===== src/sar_defines.vh =====
`ifndef SAR_DEFINES_VH
`define SAR_DEFINES_VH
// ****************
// frame layout
// ****************
`define SAR_FRAME_BITS 16
`define SAR_LEAD_ZEROS 4
`define SAR_RESULT_BITS 12
`define SAR_CNT_W 5
// ****************
// timing
// ****************
`define SAR_CLK_PERIOD_NS 10
`define SAR_QUIET_NS 50
`define SAR_QUIET_CYC ((`SAR_QUIET_NS + `SAR_CLK_PERIOD_NS - 1) / `SAR_CLK_PERIOD_NS)
`endif


===== src/sar_edge_sync.v =====
`default_nettype none
// ****************
// two-flop synchroniser with edge detect
// ****************
module sar_edge_sync (
	input wire mclk_in,
	input wire rstn_in,
	input wire async_in,
	output reg level_out,
	output wire rise_out,
	output wire fall_out
);
	reg meta;
	reg sync;
	always @(posedge mclk_in or negedge rstn_in) begin
		if (!rstn_in) begin
			meta <= 1'b1;
			sync <= 1'b1;
			level_out <= 1'b1;
		end else begin
			meta <= async_in;
			sync <= meta;
			level_out <= sync;
		end
	end
	assign rise_out = sync & ~level_out;
	assign fall_out = ~sync & level_out;
endmodule
`default_nettype wire


===== src/sar_readout.v =====
// Summary of operation
// falling chip select starts a conversion; its low time frames the transfer
// serial clock is the only conversion clock; sixteen periods per conversion; here all logic runs on mclk_in, which samples sclk_in edges
// each output bit changes on a serial clock falling edge; here the first leading zero is driven when select falls
// sixteen-bit word: four zeros then twelve result bits, msb first
// data output released while select high, driven after select falls
// data line released after the final falling serial clock edge
// host leaves at least 50 ns quiet before the next select fall
// host serial clock 10 kHz to 12 MHz, duty 40/60 to 60/40
// host holds select low sixteen clocks, samples data on rising edges; sar_host takes each bit just before the clock fall
`include "sar_defines.vh"
`default_nettype none
module sar_readout #(
	parameter RESULT_W = `SAR_RESULT_BITS
) (
	input wire mclk_in,
	input wire rstn_in,
	input wire cs_n_in,
	input wire sclk_in,
	input wire [RESULT_W-1:0] sample_in,
	output reg serial_result_out,
	output reg serial_result_oe_out,
	output reg busy_out,
	output reg [RESULT_W-1:0] result_out,
	output reg result_valid_out,
	output reg quiet_ok_out
);
	// ****************
	// states
	// ****************
	localparam [2:0] ST_IDLE = 3'b001;
	localparam [2:0] ST_SHIFT = 3'b010;
	localparam [2:0] ST_DONE = 3'b100;
	localparam integer LAST_BIT_I = `SAR_FRAME_BITS - 1;
	localparam integer QUIET_CYC_I = `SAR_QUIET_CYC;
	localparam [`SAR_CNT_W-1:0] LAST_BIT = LAST_BIT_I[`SAR_CNT_W-1:0];
	localparam [7:0] QUIET_CYC = QUIET_CYC_I[7:0];

	wire cs_n;
	wire cs_fall;
	wire cs_rise;
	wire sclk_fall;
	reg [2:0] state;
	reg [`SAR_CNT_W-1:0] bit_cnt;
	reg [`SAR_FRAME_BITS-1:0] shreg;
	reg [RESULT_W-1:0] held;
	reg [7:0] quiet_cnt;
	reg [2:0] next_state;

	// ****************
	// synchronised pins
	// ****************
	sar_edge_sync u_cs (
		.mclk_in(mclk_in),
		.rstn_in(rstn_in),
		.async_in(cs_n_in),
		.level_out(cs_n),
		.rise_out(cs_rise),
		.fall_out(cs_fall)
	);
	sar_edge_sync u_sclk (
		.mclk_in(mclk_in),
		.rstn_in(rstn_in),
		.async_in(sclk_in),
		.level_out(),
		.rise_out(),
		.fall_out(sclk_fall)
	);

	// ****************
	// next state
	// ****************
	always @* begin
		next_state = state;
		case (state)
			ST_IDLE: begin
				if (cs_fall) next_state = ST_SHIFT;
			end
			ST_SHIFT: begin
				if (cs_rise) next_state = ST_IDLE;
				else if (sclk_fall && bit_cnt == LAST_BIT) next_state = ST_DONE;
			end
			ST_DONE: begin
				if (cs_rise) next_state = ST_IDLE;
			end
			default: next_state = ST_IDLE;
		endcase
	end

	// ****************
	// shifter and output
	// ****************
	always @(posedge mclk_in or negedge rstn_in) begin
		if (!rstn_in) begin
			state <= ST_IDLE;
			bit_cnt <= {`SAR_CNT_W{1'b0}};
			shreg <= 16'h0000;
			held <= {RESULT_W{1'b0}};
			serial_result_out <= 1'b0;
			serial_result_oe_out <= 1'b0;
			busy_out <= 1'b0;
			result_out <= {RESULT_W{1'b0}};
			result_valid_out <= 1'b0;
		end else begin
			state <= next_state;
			result_valid_out <= 1'b0;
			case (state)
				ST_IDLE: begin
					serial_result_oe_out <= 1'b0;
					if (cs_fall) begin
						shreg <= {{`SAR_LEAD_ZEROS{1'b0}}, sample_in};
						held <= sample_in;
						bit_cnt <= {`SAR_CNT_W{1'b0}};
						serial_result_out <= 1'b0;
						serial_result_oe_out <= 1'b1;
						busy_out <= 1'b1;
					end
				end
				ST_SHIFT: begin
					if (cs_rise) begin
						serial_result_oe_out <= 1'b0;
						busy_out <= 1'b0;
					end else if (sclk_fall) begin
						if (bit_cnt == LAST_BIT) begin
							serial_result_oe_out <= 1'b0;
							busy_out <= 1'b0;
							result_out <= held;
							result_valid_out <= 1'b1;
						end else begin
							bit_cnt <= bit_cnt + 1'b1;
							serial_result_out <= shreg[`SAR_FRAME_BITS-2];
							shreg <= {shreg[`SAR_FRAME_BITS-2:0], 1'b0};
						end
					end
				end
				ST_DONE: begin
					serial_result_oe_out <= 1'b0;
				end
				default: begin
					serial_result_oe_out <= 1'b0;
					busy_out <= 1'b0;
				end
			endcase
		end
	end

	// ****************
	// quiet interval monitor
	// ****************
	always @(posedge mclk_in or negedge rstn_in) begin
		if (!rstn_in) begin
			quiet_cnt <= QUIET_CYC;
			quiet_ok_out <= 1'b1;
		end else if (serial_result_oe_out || !cs_n) begin
			quiet_cnt <= 8'h00;
			quiet_ok_out <= 1'b0;
		end else if (quiet_cnt < QUIET_CYC) begin
			quiet_cnt <= quiet_cnt + 8'h01;
			quiet_ok_out <= (quiet_cnt + 8'h01) >= QUIET_CYC;
		end
	end
endmodule
`default_nettype wire


===== config.mk =====
export PLATFORM = sky130hd
export DESIGN_NAME = sar_readout
export DESIGN_NICKNAME = d
export VERILOG_FILES = /design/src/sar_edge_sync.v /design/src/sar_readout.v
export VERILOG_INCLUDE_DIRS = /design/src
export SDC_FILE = /design/constraint.sdc
export NUM_CORES = 1
export LEC_CHECK = 0
export BUFFER_PORTS_ARGS = -buffer_cell sky130_fd_sc_hd__buf_2
export CELL_PAD_IN_SITES_DETAIL_PLACEMENT = 1
export CELL_PAD_IN_SITES_GLOBAL_PLACEMENT = 1
export CORE_AREA = 2 2 77 79
export CTS_BUF_LIST = sky130_fd_sc_hd__clkbuf_4 sky130_fd_sc_hd__clkbuf_8
export DETAILED_ROUTE_END_ITERATION = 10
export DIE_AREA = 0 0 79 81
export PLACE_DENSITY = 0.94
export SLEW_MARGIN = 20
export SYNTH_ARGS = -nofsm -noshare
export SYNTH_HDL_FRONTEND = slang
export SYNTH_SLANG_ARGS = --single-unit
export TNS_END_PERCENT = 20

===== constraint.sdc =====
create_clock -name mclk_in -period 4 [get_ports mclk_in]
set_input_delay 0.6 -clock mclk_in [delete_from_list [all_inputs] [get_ports mclk_in]]
set_output_delay 0.6 -clock mclk_in [all_outputs]
set_load 0.02 [all_outputs]

Word level (Yosys, flattened, before mapping):

Cells that the tools add are included.

* add/sub/neg operators: 2
* $mul: 0
* divide/modulo/power cells: 0
* $lt $le $gt $ge: 2
* equality and inequality tests: 12
* shift operators: 0
* muxes and demuxes: 35
* bitwise operators: 8
* reduce and logical (&&, ||, !) cells: 11

Operators by type and width (number)
* 2-to-1 mux 15 bit: 4
* one-hot mux 15 bit (2 select lines): 1
* 2-to-1 mux 5 bit: 4
* 2-to-1 mux 8 bit: 2
* 2-to-1 mux 1 bit: 15
* 2-to-1 mux 3 bit: 4
* != test 2 bit, second input constant: 5
* one-hot mux 5 bit (2 select lines): 1
* != test 3 bit, second input constant: 3
* one-hot mux 3 bit (3 select lines): 1
* adder 8 x 1 -> 8 bit, second input constant: 1
* >= comparator 8 x 3 -> 1 bit, second input constant: 1
* less-than comparator 8 x 3 -> 1 bit, second input constant: 1
* AND reduction 4 bit: 2
* adder 5 x 1 -> 5 bit, second input constant: 1
* equality test 5 x 4 -> 1 bit, second input constant: 1
* NOT 1 bit: 5
* AND reduction 5 bit: 1
* one-hot mux 1 bit (2 select lines): 2
* AND reduction 2 bit: 2
* nonzero test 2 bit: 2
* bitwise AND 1 bit: 3
* equality test 3 x 1 -> 1 bit, second input constant: 1
* equality test 3 x 2 -> 1 bit, second input constant: 1
* other kinds (6): 6

* flip-flop bits (word level): 66
* bits in latches: 0
* memory bits (writable): 0
* memory bits (read-only): 0
* bits of input ports: 16
* output and inout bits: 17
* word-level logic and storage cells: 87
* memories kept: 0

Logic depth before layout (Yosys ltp):

* depth after elaboration: 6
* depth in mapped cells: 7
* depth with buffers taken out: 7

By module:

A second synthesis with hierarchy kept.

* cells, all modules: 257
* area, all modules: 2840.2 um^2

Modules (own cells, without submodules)
* sar_readout: times used 1, cells each 247, area an instance 2652.5 um^2, sequential area each 1506.4 um^2
* sar_edge_sync: times used 2, cells each 5, area an instance 93.8 um^2, sequential area each 78.8 um^2

Least setup slack after synthesis:

Ideal clock, no wire load.

* path type: reg2reg
* start point: register bit_cnt[0]
* end point: register shreg[10]
* setup time: 125 ps
* arrival time: 1882 ps
* required time: 3875 ps
* setup slack: 1993 ps
* cell stages (with the launch flop): 8
* path buffers: 1
* clock period less this slack: 2007 ps
* path through: dfrtp_1 ha_1 and3_1 ha_1 nor3b_2 o2bb2ai_4 buf_6 mux2_4

* cells in the longest elaborated chain, start to end: 3

RTL lines
* start: declaration: RTL line sar_readout.v:44 `` reg [`SAR_CNT_W-1:0] bit_cnt; ``
* start signal: assignment: RTL line sar_readout.v:96 `` bit_cnt <= {`SAR_CNT_W{1'b0}}; ``
* start signal: assignment: RTL line sar_readout.v:113 `` bit_cnt <= {`SAR_CNT_W{1'b0}}; ``
* start signal: assignment: RTL line sar_readout.v:130 `bit_cnt <= bit_cnt + 1'b1;`
* equality test 5 x 4 -> 1 bit: RTL line sar_readout.v:124 `if (bit_cnt == LAST_BIT) begin`
* != test 2 bit (no source line)
* AND reduction 5 bit (no source line)
* end signal: assignment: RTL line sar_readout.v:111 `` shreg <= {{`SAR_LEAD_ZEROS{1'b0}}, sample_in}; ``
* end signal: assignment: RTL line sar_readout.v:132 `` shreg <= {shreg[`SAR_FRAME_BITS-2:0], 1'b0}; ``
* end: declaration: RTL line sar_readout.v:45 `` reg [`SAR_FRAME_BITS-1:0] shreg; ``

Every way passes these cells.
A chain may end at the register's enable or synchronous reset.

Final worst setup path:

* start point: register u_cs.level_out
* end point: register shreg[11]

* cells in the longest elaborated chain, start to end: 4
* elaborated cells between the ends (all ways): 6
* classes of those cells: eq/ne: 2; bitwise: 3; reduce/logical: 1

RTL lines
* start: declaration: RTL line sar_edge_sync.v:9 `output reg level_out,`
* start signal: assignment: RTL line sar_edge_sync.v:23 `level_out <= sync;`
* NOT 1 bit: RTL line sar_edge_sync.v:26 `assign rise_out = sync & ~level_out;`
* bitwise AND 1 bit: RTL line sar_edge_sync.v:26
* != test 2 bit (no source line)
* AND reduction 5 bit (no source line) (*)

Every way passes the cells marked *; elsewhere a longest branch is shown, timed or not.

==> results_tabular.tex <==
\begin{tabular}{lr}
\hline
Metric & Value \\
\hline
\multicolumn{2}{l}{\textbf{Run status}} \\
\quad Outcome & completed \\
\multicolumn{2}{l}{\textbf{Cells and area}} \\
\quad Final layout net count & 274 \\
\quad Antenna diodes & 0 \\
\quad Top library cells by usage in the layout, fill and taps aside & sky130\_fd\_sc\_hd\_\_dfrtp\_1, sky130\_fd\_sc\_hd\_\_mux2\_2, sky130\_fd\_sc\_hd\_\_buf\_2 \\
\quad Area overhead of the layout relative to synthesis & 14.4\% \\
\quad Most common cell after layout, fill and taps aside & sky130\_fd\_sc\_hd\_\_dfrtp\_1 \\
\quad Ratio of cells with drive above 1 in the final layout & 0.442 \\
\multicolumn{2}{l}{\textbf{Synthesis}} \\
\quad Ys Warns & 0 \\
\quad Post-synth EDFFs & 0 \\
\quad Mapped Area & 0.00290 mm² \\
\quad Share of the yosys chip area belonging to registers & 0.574 \\
\quad Instance count of the mapped netlist & 215 \\
\quad Mapped Avg Cell Area & 13.5 µm² \\
\quad Number of storage elements in the synthesis netlist & 66 \\
\quad Async set or reset register ratio after synthesis & 1.00 \\
\quad Syn\_nets & 236 \\
\quad Primary FF master, synth & sky130\_fd\_sc\_hd\_\_dfrtp\_1 \\
\quad Cell variety after synth & 41 \\
\multicolumn{2}{l}{\textbf{Timing}} \\
\quad Setup tns final & 0 ns \\
\quad Final hold violation count & 0 \\
\quad Number of endpoints failing setup at the final stage & 0 \\
\quad Final count of pins violating max slew & 0 \\
\quad Largest clock skew in the final design & 0.00801 ns \\
\quad Top achievable clock speed & 0.425 GHz \\
\quad Final period utilization & 0.588 \\
\quad RSZ-0062 raised after global routing & false \\
\quad Tightest Pin Transition & 0.795 ns \\
\quad Minimum clock period after layout & 2.35 ns \\
\quad Worst Setup Slack, final & 1.65 ns \\
\quad Worst relative slew slack & 0.469 \\
\multicolumn{2}{l}{\textbf{Global routing}} \\
\quad Pin count of the biggest net entering global routing & 49 \\
\quad Global-route congestion overflow total & 0 \\
\quad Number of antenna violations at the first check in global routing & 0 \\
\quad Global routing usage summed across all routing layers & 0.219 \\
\quad Vias in the first global route & 2,059 \\
\quad Wire length of the first global-routing pass & 10,100 µm \\
\multicolumn{2}{l}{\textbf{Floorplan}} \\
\quad Area of the core & 0.00568 mm² \\
\quad Initial Util & 0.511 \\
\quad Die area & 0.00640 mm² \\
\quad I/O pins & 33 \\
\quad Die Wd & 79 µm \\
\quad Cell row count & 28 \\
\quad DIE HEIGHT & 81 µm \\
\multicolumn{2}{l}{\textbf{Route}} \\
\quad Number of DRC markers in iteration 0 & 38 \\
\quad Per-cell routed wire length & 19.0 µm \\
\quad Post-Route WL & 6310 µm \\
\quad DRC violation count after routing & 0 \\
\quad Number of vias per cell after detailed routing & 5.39 \\
\quad Number of vias after detailed routing & 1,796 \\
\quad Antenna Violating Nets Remaining & 0 \\
\quad Number of search-and-repair iterations in the first detailed-routing pass & 4 \\
\multicolumn{2}{l}{\textbf{Clocking}} \\
\quad Resized Gates After CTS & 0 \\
\quad Buffers inserted during post-CTS setup optimization & 0 \\
\quad CTS Hold Buffers Added & 0 \\
\quad Clock transition at the register clock pins on the worst setup and hold paths after CTS & 0.07 ns \\
\quad CTS tree & built \\
\quad Inserted Clock Buffers & 9 \\
\quad Clk Latency, worst-skew pair & 0.34 ns \\
\quad \# H-tree levels & 3 \\
\quad Clock buffer depth & 2 \\
\quad Total clock sinks & 66 \\
\quad CTS root buffer & sky130\_fd\_sc\_hd\_\_clkbuf\_8 \\
\multicolumn{2}{l}{\textbf{Pwr}} \\
\quad Net switching power figure & 398 µW \\
\quad Maximum vdd ir drop & 0.340 mV \\
\quad Logic gate share of total power & 0.118 \\
\quad Ratio of total power to cell area & 463 mW/mm² \\
\quad Cell internal pwr & 1.14 mW \\
\quad Switching Fraction & 0.260 \\
\quad Fraction of power consumed by the clock network & 0.356 \\
\quad Relative contribution of sequential cells to total power & 0.526 \\
\quad Lkg Pwr & 1.58 nW \\
\multicolumn{2}{l}{\textbf{Critical path}} \\
\quad Reg2reg start & u\_cs.level\_out \\
\quad Type of destination of the critical path & flop \\
\quad RR Endpoint & shreg[11] \\
\quad Data arrival time of the worst path & 2.58 ns \\
\quad Register-to-Register Path Depth & 4 \\
\quad Largest fanout on the critical path & 19 \\
\quad CP Launch Type & flop \\
\quad Slack of the worst reg-to-reg path & 1.65 ns \\
\quad Required time worst endpoint & 4.23 ns \\
\quad Type of the setup path with the least slack & flop to flop \\
\multicolumn{2}{l}{\textbf{Place}} \\
\quad Worst Setup Slack post-DPL & 1.63 ns \\
\quad Final weighted congestion of routability-driven global placement & 0.714 \\
\quad Placed wire-length estimate after detailed placement & 4470 µm \\
\quad Port Buffer Count & 32 \\
\multicolumn{2}{l}{\textbf{Hold path}} \\
\quad HP Class & primary input to asynchronous set/reset pin \\
\multicolumn{2}{l}{\textbf{Flow run}} \\
\quad Max-cap viol count & 0 \\
\hline
\end{tabular}
-- metal layers --
layer	wire length [µm]	share of wire	vias up	track usage
met2	3400	0.54	40	0.390
li1	-	-	822	-
met3	152	0.024	24	0.0378
met1	2460	0.39	910	0.235
met4	298	0.047	0	0.164
met5	0	0	-	0
-- power by group through the flow --
| stage | logic [mW] | clock network (mW) | registers [mW] |
|---|---|---|---|
| after floorplan | 0.126 | 0 | 0.799 |
| after global placement | 0.165 | 0 | 0.806 |
| after detailed placement | 0.181 | 0 | 0.817 |
| after CTS | 0.185 | 0.565 | 0.807 |
| after global routing | 0.198 | 0.592 | 0.817 |
| final | 0.181 | 0.546 | 0.807 |
-- worst max-delay path, stage by stage (launching register included) --
cell and delay (ns):
sky130_fd_sc_hd__dfstp_2 0.56, sky130_fd_sc_hd__nor2b_1 0.21, sky130_fd_sc_hd__nand3_1 0.60, sky130_fd_sc_hd__o2bb2ai_4 0.48, sky130_fd_sc_hd__mux2_4 0.38
-- sequential cells by signal, summed over array words and instances (netlist names) --
name                  count
u_sclk.level_out          1
shreg                    15
result_valid_out          1
result_out               12
quiet_cnt                 8
serial_result_out         1
held                     12
u_cs.level_out            1
busy_out                  1
serial_result_oe_out      1
state                     3
u_cs.sync                 1
u_sclk.meta               1
u_cs.meta                 1
bit_cnt                   5
quiet_ok_out              1
u_sclk.sync               1
-- cell usage after synthesis, types with 2 or more instances --
cell type	count	area [µm²]
sky130_fd_sc_hd__a21o_1	3	22.5
sky130_fd_sc_hd__a21oi_1	5	25.0
sky130_fd_sc_hd__and2_1	4	25.0
sky130_fd_sc_hd__and3_1	3	18.8
sky130_fd_sc_hd__buf_2	2	10.0
sky130_fd_sc_hd__buf_6	2	22.5
sky130_fd_sc_hd__clkbuf_1	2	7.51
sky130_fd_sc_hd__dfrtp_1	56	1400
sky130_fd_sc_hd__dfstp_2	10	263
sky130_fd_sc_hd__ha_1	5	62.6
sky130_fd_sc_hd__inv_1	8	30.0
sky130_fd_sc_hd__mux2_2	44	495
sky130_fd_sc_hd__mux2_4	3	45.0
sky130_fd_sc_hd__mux2i_1	6	60.1
sky130_fd_sc_hd__nand2_1	7	26.3
sky130_fd_sc_hd__nand2b_1	4	25.0
sky130_fd_sc_hd__nand3_1	6	30.0
sky130_fd_sc_hd__nor2_1	9	33.8
sky130_fd_sc_hd__nor2b_1	5	31.3
sky130_fd_sc_hd__nor3b_2	2	25.0
sky130_fd_sc_hd__o21ai_0	5	25.0
sky130_fd_sc_hd__xnor2_1	5	43.8
-- kinds of logic (layout without fill, tap and decap cells) --
group / after synthesis / after routing / synth area share
AOI/OAI and AO/OA: 17 / 17 / 0.0423
xor gates and xnor gates: 6 / 6 / 0.0181
adders and majority gates: 6 / 6 / 0.0250
buffers and inverters: 15 / 58 / 0.0268
DFF: 66 / 66 / 0.574
muxes: 53 / 53 / 0.207
and+or+nand+nor: 52 / 52 / 0.106
-- how the worst max path moves through the flow --
| stage | slack, ns | end | start | cells past startpoint |
|---|---|---|---|---|
| after detailed placement | 1.63 | shreg[11] | u_cs.level_out | 4 |
| after CTS | 1.62 | shreg[11] | u_cs.level_out | 4 |
| after global routing | 1.54 | shreg[11] | u_cs.level_out | 4 |
| after floorplan | 1.99 | shreg[10] | bit_cnt[0] | 7 |
| after global placement | 1.80 | shreg[11] | u_cs.level_out | 4 |
| final | 1.65 | shreg[11] | u_cs.level_out | 4 |
-- final cells by class --
type	instances	area, µm²
Fill cell	606	2360
Sequential cell	66	1660
Multi-Input combinational cell	134	1160
Timing Repair Buffer	34	178
Clock buffer	9	124
Tap cell	75	93.8
Clock inverter	7	70.1
Inverter	8	30.0
-- through the flow --
stage / cell area (µm²) / std cells / util / power [mW] / hold WS [ns]
6_report: 3320 / 333 / 0.584 / 1.53 / 0.254
5_1_grt: 3320 / 333 / 0.584 / 1.61 / 0.290
4_1_cts: 3310 / 333 / 0.584 / 1.56 / 0.338
3_5_place_dp: 3120 / 317 / 0.550 / 0.998 / 0.348
3_3_place_gp: 3120 / 317 / 0.550 / 0.971 / 0.346
2_1_floorplan: 2900 / 215 / - / 0.925 / 0.304
No activity file was read; power rests on OpenSTA's default activity.
